$ cat src/sfcm_pkg.sv
// sfcm_pkg: constants and types for the safety fault category manager
// assumes: one clock, synchronous active-high reset, no software registers
// How it works
// - sort each fault into three categories
// - recoverable fault forces output off, field interrupted
// - cause gone, output on again without restart
// - invalid case-select signal is recoverable
// - missing or bad network data is recoverable
// - front window contamination fault is recoverable
// - supply voltage too low is recoverable
// - excess ambient light is recoverable
// - configuration fault holds until config checked
// - device fault latches interlock, output off
// - interlock releases only by restart
// - every fault onset logs one history record
// - contamination warning only signalled, output unchanged
// - contamination warning and fault reported over network
package sfcm_pkg;
    // ****************************************
    // fault source indices
    // ****************************************
    localparam int SRC_CASE    = 0;
    localparam int SRC_NETDATA = 1;
    localparam int SRC_CONTAM  = 2;
    localparam int SRC_VOLTAGE = 3;
    localparam int SRC_AMBIENT = 4;
    localparam int SRC_CONFIG  = 5;
    localparam int SRC_DEVICE  = 6;
    localparam int NUM_SRC     = 7;

    // ****************************************
    // history layout
    // ****************************************
    localparam int HIST_DEPTH  = 16;
    localparam int HIST_AW     = 4;
    localparam int CODE_W      = 3;
    localparam int STAMP_W     = 32;
    localparam int REC_W       = CODE_W + 2 + STAMP_W;

    localparam logic [1:0] CAT_RECOV  = 2'h0;
    localparam logic [1:0] CAT_CONFIG = 2'h1;
    localparam logic [1:0] CAT_DEVICE = 2'h2;

    typedef enum logic [1:0] {
        SFCM_RUN,
        SFCM_RECOV,
        SFCM_CONFIG,
        SFCM_LOCKED
    } sfcm_state_t;
endpackage

$ cat src/sfcm_history.sv
// sfcm_history: ring buffer of fault records
// assumes: at most one write per cycle, caller serialises onsets
`timescale 1ns/100ps
`default_nettype none
module sfcm_history (
    input  wire logic                       sys_clk,
    input  wire logic                       reset,
    input  wire logic                       wrEn,
    input  wire logic [sfcm_pkg::REC_W-1:0] wrRec,
    input  wire logic [sfcm_pkg::HIST_AW-1:0] rdIdx,
    output logic      [sfcm_pkg::REC_W-1:0] rdRec,
    output logic      [sfcm_pkg::HIST_AW-1:0] wrPtr,
    output logic                            wrapped
);
    logic [sfcm_pkg::REC_W-1:0]   mem [sfcm_pkg::HIST_DEPTH];
    logic [sfcm_pkg::HIST_AW-1:0] ptr_q;
    logic [sfcm_pkg::HIST_AW-1:0] ptr_d;
    logic                         wrap_q;
    logic                         wrap_d;
    logic [sfcm_pkg::REC_W-1:0]   rd_q;

    // ****************************************
    // pointer
    // ****************************************
    always_comb begin
        ptr_d  = ptr_q;
        wrap_d = wrap_q;
        if (wrEn) begin
            ptr_d = ptr_q + 1'b1;
            // oldest record overwritten once full
            if (ptr_q == sfcm_pkg::HIST_AW'(sfcm_pkg::HIST_DEPTH - 1)) begin
                wrap_d = 1'b1;
            end
        end
    end

    always_ff @(posedge sys_clk) begin
        if (reset) begin
            ptr_q  <= '0;
            wrap_q <= 1'b0;
            rd_q   <= '0;
        end else begin
            ptr_q  <= ptr_d;
            wrap_q <= wrap_d;
            rd_q   <= mem[rdIdx];
        end
    end

    // no reset on storage; read data masked by reset of rd_q only
    always_ff @(posedge sys_clk) begin
        if (wrEn) begin
            mem[ptr_q] <= wrRec;
        end
    end

    assign rdRec   = rd_q;
    assign wrPtr   = ptr_q;
    assign wrapped = wrap_q;
endmodule
`default_nettype wire

$ cat src/sfcm_manager.sv
// sfcm_manager: fault supervisor driving safety output and field status
// assumes: fault inputs are pins from other domains; restart is a reset pulse
`timescale 1ns/100ps
`default_nettype none
module sfcm_manager (
    input  wire logic                         sys_clk,
    input  wire logic                         reset,
    input  wire logic                         caseSelInvalid,
    input  wire logic                         netDataMissing,
    input  wire logic                         netDataBad,
    input  wire logic                         nmtOperational,
    input  wire logic                         contamWarning,
    input  wire logic                         contamFault,
    input  wire logic                         supplyLow,
    input  wire logic                         ambientHigh,
    input  wire logic                         configFault,
    input  wire logic                         configVerified,
    input  wire logic                         deviceFault,
    input  wire logic [sfcm_pkg::HIST_AW-1:0] histRdIdx,
    output logic                              safetyOutOn,
    output logic                              fieldFree,
    output logic                              recovActive,
    output logic                              configActive,
    output logic                              interlocked,
    output logic                              netContamWarn,
    output logic                              netContamFault,
    output logic                              histWrite,
    output logic      [sfcm_pkg::REC_W-1:0]   histRdRec,
    output logic      [sfcm_pkg::HIST_AW-1:0] histCount,
    output logic                              histWrapped
);
    localparam int NIN = 11;

    // ****************************************
    // input synchronisers (three stages)
    // ****************************************
    logic [NIN-1:0] rawIn;
    logic [NIN-1:0] s1_q;
    logic [NIN-1:0] s2_q;
    logic [NIN-1:0] s3_q;
    logic [NIN-1:0] flt_q;
    logic [NIN-1:0] flt_d;

    assign rawIn = {configVerified, contamWarning, nmtOperational, netDataBad,
                    deviceFault, configFault, ambientHigh, supplyLow,
                    contamFault, netDataMissing, caseSelInvalid};

    genvar gi;
    generate
        for (gi = 0; gi < NIN; gi++) begin : g_filt
            // a change counts once stage two and three agree
            always_comb begin
                flt_d[gi] = (s2_q[gi] == s3_q[gi]) ? s3_q[gi] : flt_q[gi];
            end
        end
    endgenerate

    always_ff @(posedge sys_clk) begin
        if (reset) begin
            s1_q  <= '0;
            s2_q  <= '0;
            s3_q  <= '0;
            flt_q <= '0;
        end else begin
            s1_q  <= rawIn;
            s2_q  <= s1_q;
            s3_q  <= s2_q;
            flt_q <= flt_d;
        end
    end

    logic fCase, fNetMiss, fContam, fSupply, fAmbient, fConfig, fDevice;
    logic fNetBad, fNmtOp, fContWarn, fCfgOk;
    assign {fCfgOk, fContWarn, fNmtOp, fNetBad, fDevice, fConfig, fAmbient,
            fSupply, fContam, fNetMiss, fCase} = flt_q;

    // ****************************************
    // network data fault hold
    // ****************************************
    // stays set until master restores operational; set wins over clear
    logic netHold_q;
    logic netHold_d;
    always_comb begin
        netHold_d = netHold_q;
        if (fNmtOp && !fNetMiss && !fNetBad) begin
            netHold_d = 1'b0;
        end
        if (fNetMiss || fNetBad) begin
            netHold_d = 1'b1;
        end
    end

    // ****************************************
    // categories and latches
    // ****************************************
    logic [sfcm_pkg::NUM_SRC-1:0] src;
    logic                         recovAny;
    logic cfgHold_q, cfgHold_d, lock_q, lock_d;

    always_comb begin
        src = '0;
        src[sfcm_pkg::SRC_CASE]    = fCase;
        src[sfcm_pkg::SRC_NETDATA] = netHold_q;
        src[sfcm_pkg::SRC_CONTAM]  = fContam;
        src[sfcm_pkg::SRC_VOLTAGE] = fSupply;
        src[sfcm_pkg::SRC_AMBIENT] = fAmbient;
        src[sfcm_pkg::SRC_CONFIG]  = fConfig;
        src[sfcm_pkg::SRC_DEVICE]  = fDevice;
        recovAny = |src[sfcm_pkg::SRC_AMBIENT:sfcm_pkg::SRC_CASE];
        cfgHold_d = cfgHold_q;
        if (fCfgOk && !fConfig) begin
            cfgHold_d = 1'b0;
        end
        if (fConfig) begin
            cfgHold_d = 1'b1;
        end
        // only reset (restart) clears the interlock
        lock_d = lock_q | fDevice;
    end

    // ****************************************
    // category state
    // ****************************************
    // no separate state register: the decoded category flags are the registered state
    sfcm_pkg::sfcm_state_t st_d;
    always_comb begin
        case (1'b1)
            lock_d:    st_d = sfcm_pkg::SFCM_LOCKED;
            cfgHold_d: st_d = sfcm_pkg::SFCM_CONFIG;
            recovAny:  st_d = sfcm_pkg::SFCM_RECOV;
            default:   st_d = sfcm_pkg::SFCM_RUN;
        endcase
    end

    logic outOn_d;
    always_comb begin
        case (st_d)
            // contamination warning deliberately ignored here
            sfcm_pkg::SFCM_RUN: outOn_d = !fDevice && !fConfig;
            default:            outOn_d = 1'b0;
        endcase
    end

    // ****************************************
    // history logging of fault onsets
    // ****************************************
    // simultaneous onsets queue in a pending mask, one record per cycle
    logic [sfcm_pkg::NUM_SRC-1:0] prev_q, pend_q, pend_d;
    logic [sfcm_pkg::NUM_SRC-1:0] pendAll;
    logic                         wr_d;
    logic [sfcm_pkg::REC_W-1:0]   rec_d;
    logic [sfcm_pkg::STAMP_W-1:0] stamp_q;

    function automatic logic [1:0] catOf(input logic [sfcm_pkg::CODE_W-1:0] code);
        if (code == sfcm_pkg::CODE_W'(sfcm_pkg::SRC_DEVICE)) begin
            catOf = sfcm_pkg::CAT_DEVICE;
        end else if (code == sfcm_pkg::CODE_W'(sfcm_pkg::SRC_CONFIG)) begin
            catOf = sfcm_pkg::CAT_CONFIG;
        end else begin
            catOf = sfcm_pkg::CAT_RECOV;
        end
    endfunction

    always_comb begin
        logic [sfcm_pkg::CODE_W-1:0] code;
        code    = '0;
        pendAll = pend_q | (src & ~prev_q);
        pend_d  = pendAll;
        wr_d    = 1'b0;
        for (int i = sfcm_pkg::NUM_SRC - 1; i >= 0; i--) begin
            if (pendAll[i]) begin
                code = sfcm_pkg::CODE_W'(i);
            end
        end
        if (|pendAll) begin
            wr_d = 1'b1;
            pend_d[code] = 1'b0;
        end
        rec_d = {code, catOf(code), stamp_q};
    end

    always_ff @(posedge sys_clk) begin
        if (reset) begin
            netHold_q      <= 1'b0;
            cfgHold_q      <= 1'b0;
            lock_q         <= 1'b0;
            recovActive    <= 1'b0;
            configActive   <= 1'b0;
            interlocked    <= 1'b0;
            safetyOutOn    <= 1'b0;
            fieldFree      <= 1'b0;
            netContamWarn  <= 1'b0;
            netContamFault <= 1'b0;
            prev_q         <= '0;
            pend_q         <= '0;
            stamp_q        <= '0;
            histWrite      <= 1'b0;
        end else begin
            netHold_q      <= netHold_d;
            cfgHold_q      <= cfgHold_d;
            lock_q         <= lock_d;
            recovActive    <= (st_d == sfcm_pkg::SFCM_RECOV);
            configActive   <= (st_d == sfcm_pkg::SFCM_CONFIG);
            interlocked    <= (st_d == sfcm_pkg::SFCM_LOCKED);
            safetyOutOn    <= outOn_d;
            fieldFree      <= outOn_d;
            netContamWarn  <= fContWarn;
            netContamFault <= fContam;
            prev_q         <= src;
            pend_q         <= pend_d;
            stamp_q        <= stamp_q + 1'b1;
            histWrite      <= wr_d;
        end
    end

    logic [sfcm_pkg::REC_W-1:0] recOut_q;
    always_ff @(posedge sys_clk) begin
        if (reset) begin
            recOut_q <= '0;
        end else begin
            recOut_q <= rec_d;
        end
    end

    sfcm_history u_hist (
        .sys_clk (sys_clk),
        .reset   (reset),
        .wrEn    (histWrite),
        .wrRec   (recOut_q),
        .rdIdx   (histRdIdx),
        .rdRec   (histRdRec),
        .wrPtr   (histCount),
        .wrapped (histWrapped)
    );
endmodule
`default_nettype wire

$ cat config.mk
export PLATFORM = sky130hd
export DESIGN_NAME = sfcm_manager
export DESIGN_NICKNAME = d
export VERILOG_FILES = /design/src/sfcm_pkg.sv /design/src/sfcm_history.sv /design/src/sfcm_manager.sv
export SDC_FILE = /design/constraint.sdc
export NUM_CORES = 1
export LEC_CHECK = 0
export BUFFER_PORTS_ARGS = -buffer_cell sky130_fd_sc_hd__buf_2
export CAP_MARGIN = 40
export CORE_MARGIN = 4
export CORE_UTILIZATION = 44
export CTS_CLUSTER_SIZE = 8
export DETAILED_ROUTE_END_ITERATION = 8
export SYNTH_ARGS = -nofsm -noshare
export SYNTH_HDL_FRONTEND = slang
export SYNTH_SLANG_ARGS = --single-unit
$ cat constraint.sdc
create_clock -name sys_clk -period 2.2 [get_ports sys_clk]
set_input_delay 0.11 -clock sys_clk [delete_from_list [all_inputs] [get_ports sys_clk]]
set_output_delay 0.11 -clock sys_clk [all_outputs]
set_load 0.005 [all_outputs]
==> results.txt <==
The run finished with clean final reports. The run gives 3 as the buffer depth of the longest clock path. The stage delay of the slowest cell on the critical path is 0.73 ns.

Of all cell types, the one taking the most synthesized area is edfxtp_1. The logs give 0.64 ns for the clock network latency to the later pin of the worst-skew pair and 44.3% for the initial core utilization. The tools report the sequential standard cell area as 0.0213 mm2. Number of pins with negative max-slew slack in the final report: 0. Summed over all layers, the global routing overflow is 0. For the initial antenna violation count, the log shows 0. The class of the worst hold path is in -> reg.

In the layout the commonest cells are 592 x edfxtp_1, 177 x dfxtp_1, 139 x mux4_2. The post-route clock skew was 0.0157 ns; the final hold slack was 0.0480 ns. Setup repair after global routing left no endpoint under its margin. In the routed layout, each cell is associated on average with a via count of 5.34. The relative max-transition margin was 55.3%; the post-detailed-route count of antenna-violating nets was 0. Setup violations remaining at the end of the flow were counted as 0. Counting every sink on the clock net gives 769. Fraction of final layout cells with drive strength greater than 1: 23.7%. The max-capacitance violation count is 0, and the number of buffers added by the clock tree synthesis step is 106. The number of nets in the layout is 1,645. In this run the vertical extent of the chip is 260 um. The tools report the core outline area as 0.0630 mm2. TritonCTS built the clock tree. At the end of routability-driven placement, the weighted congestion stood at 0.717. For this run, the top clock speed supported by timing is 479 MHz. The worst setup path is launched from a flop. Dividing the detail-routed wire length by the instance count gives 22.6 um. The minimum clock period after layout came out at 2.09 ns. The share of the synthesized area in the top cell type was 63.7%. The actual transition at the worst max-transition pin was 0.671 ns; the number of fillers in the final layout was 4,973. From synthesis to final layout, the design area changed by 18.2%.

The cell count after synthesis came out at 1,459. Synthesized area divided by synthesized cell count: 19.1 um2. The global-route usage over all layers is 17.3%, and the period utilization is 94.8%. The floorplan step defined a die boundary enclosing 0.0675 mm2. Count of cell types in the netlist: 50. The number of antenna cells inserted came out at 0. The most used flip-flop cell after synthesis is edfxtp_1. The number of DRC violations after detailed-routing iteration 0 is 1,001, and the count of buffers inserted at the top-level ports is 66. The netlist area before placement is 0.0279 mm2. The first-pass detailed-route iteration total is 5.

The number of hold violations in the final report was 0. The logs give 0 for the residual DRC count and 13,649 for the number of vias in the routed layout. The power density over the cells works out to 956 mW/mm2. After routing, the total negative slack on setup checks comes to 0 ns. In this run, synthesis inferred 592 flip-flops with an integrated enable. For the post-synthesis net count, the log shows 1,481. The worst voltage drop across the vdd grid was 629 uV; the placed wire-length estimate was 29,300 um. Along the worst path, the maximum fanout reaches 9. For the worst setup path, the data required time is 2.71 ns. In this run the number of H-tree levels came out at 3.

Data arrival time of the critical path: 2.60 ns. The multi-input combinational cells in the finished layout cover a total of 0.00627 mm2. The number of rows in the core area is 92, and the die extent in x is 260 um.

The number of setup buffers added after CTS is 0. The critical path in this run is classified as reg -> reg. The fraction of the yosys area taken by sequential cells came out at 76.4%. Walking the worst path, the cells encountered are nand3_1 > or4_1 > nor4_2 > mux2_2. The worst setup path is captured at a flop. In the post-synthesis netlist, the biggest area contributors are edfxtp_1 64%, dfxtp_1 13%, mux4_2 11%, mux2i_1 2.7%, nor2b_1 1.7%. The slowest stage of the critical path is the or4_1 cell.

Leaving out fill and tap cells, the most frequent cell in the layout is edfxtp_1. The root buffer cell is clkbuf_16. In this run the static leakage power is 11.1 nW.

Entering global routing, the biggest net connects 136 pins. The logs give 67 for the I/O pin count and 14,186 for the number of global-route vias before repair. For this block, the routed nets add up to 57,900 um of wire. Clock transition at the registers of the reported paths: 0.05 ns. The post-synthesis register bit count came out at 769. After synthesis, the share of flip-flops with an asynchronous set or reset is 0%.

The global-route wire length before repair was 87,400 um; the total of warnings raised by yosys was 0.
[registers in the layout, summed over array words and instances, names as in the netlist, 4 cells and up]
register and flops:
u_hist.mem 592, s1_q 11, pend_q 7, recOut_q 37, stamp_q 32, flt_q 11
s3_q 11, s2_q 11, u_hist.rdRec 37, u_hist.wrPtr 4, prev_q 7
[logic make-up (layout without fill, tap and decap cells)]
| group | after synthesis | in the layout | synth area share [%] |
|---|---|---|---|
| flops | 769 | 769 | 76.4 |
| simple gates | 254 | 254 | 4.90 |
| mux | 226 | 226 | 14.4 |
| compound gates | 104 | 104 | 2.39 |
| buf+inv | 86 | 338 | 1.27 |
| xor+xnor | 14 | 14 | 0.439 |
| fa+ha+maj | 5 | 5 | 0.224 |
| other cells | 1 | 1 | 0.0134 |
[critical path: cells and delay by family (launching register included)]
kind,cells,cell delay (ns)
simple gates,3,1.22
flops,1,0.38
mux,1,0.36
[layer usage]
metal	global-route usage, %	wire length [um]
met1	23.4	24700
met2	28.7	28500
met3	3.65	3630
met4	5.01	1040
met5	0	0
[layout make-up]
cell class	count	area share (%)
timing repair buffer	127	3.68
sequential	769	64.6
clock inverter	6	0.239
multi-input combinational	604	19.0
inverter	15	0.171
clock buffer	190	9.06
tap	846	3.21
[synth_stat cells, types with 17 or more instances]
master / instances
buf_1: 17
clkbuf_1: 30
mux2i_1: 75
nand2_1: 38
mux4_2: 139
dfxtp_1: 177
o22ai_1: 28
nor3_1: 17
o21ai_0: 19
nor2_1: 50
edfxtp_1: 592
nor2b_1: 74
a21oi_1: 25
and2_1: 17
buf_2: 22
[power breakdown]
group	switching (W)	internal (W)
clock network	0.00577	0.00907
logic	0.000522	0.000485
registers	0.0000682	0.0156
total	0.00636	0.0252
[metrics by stage]
step | power [W] | setup WS (ns) | cell area, um2 | instances | utilization [%]
after floorplan | 0.0166 | 0.0663 | 27900 | 1459 | -
after global placement | 0.0170 | 0.132 | 29800 | 2348 | 47.3
after detailed placement | 0.0170 | 0.0642 | 29800 | 2349 | 47.3
after CTS | 0.0319 | 0.0355 | 33000 | 2557 | 52.4
after global routing | 0.0326 | 0.0121 | 33000 | 2557 | 52.4
final | 0.0316 | 0.114 | 33000 | 2557 | 52.4
[final timing paths]
kind / from / to / slack, ns / depth (start not counted)
worst min-delay path: histRdIdx[3] / u_hist.rdRec[16] / 0.05 / 4
worst max register to register: stamp_q[18] / stamp_q[31] / 0.11 / 4
worst max-delay path: stamp_q[18] / stamp_q[31] / 0.11 / 4
worst min register to register: s1_q[7] / s2_q[7] / 0.42 / 1
[timing repair]
item,in CTS,in global routing
hold buffers,12,0
resized for setup,0,2
endpoints found under the setup margin,0,4
hold endpoints to repair,14,0
Power figures use the tool's default switching activity.
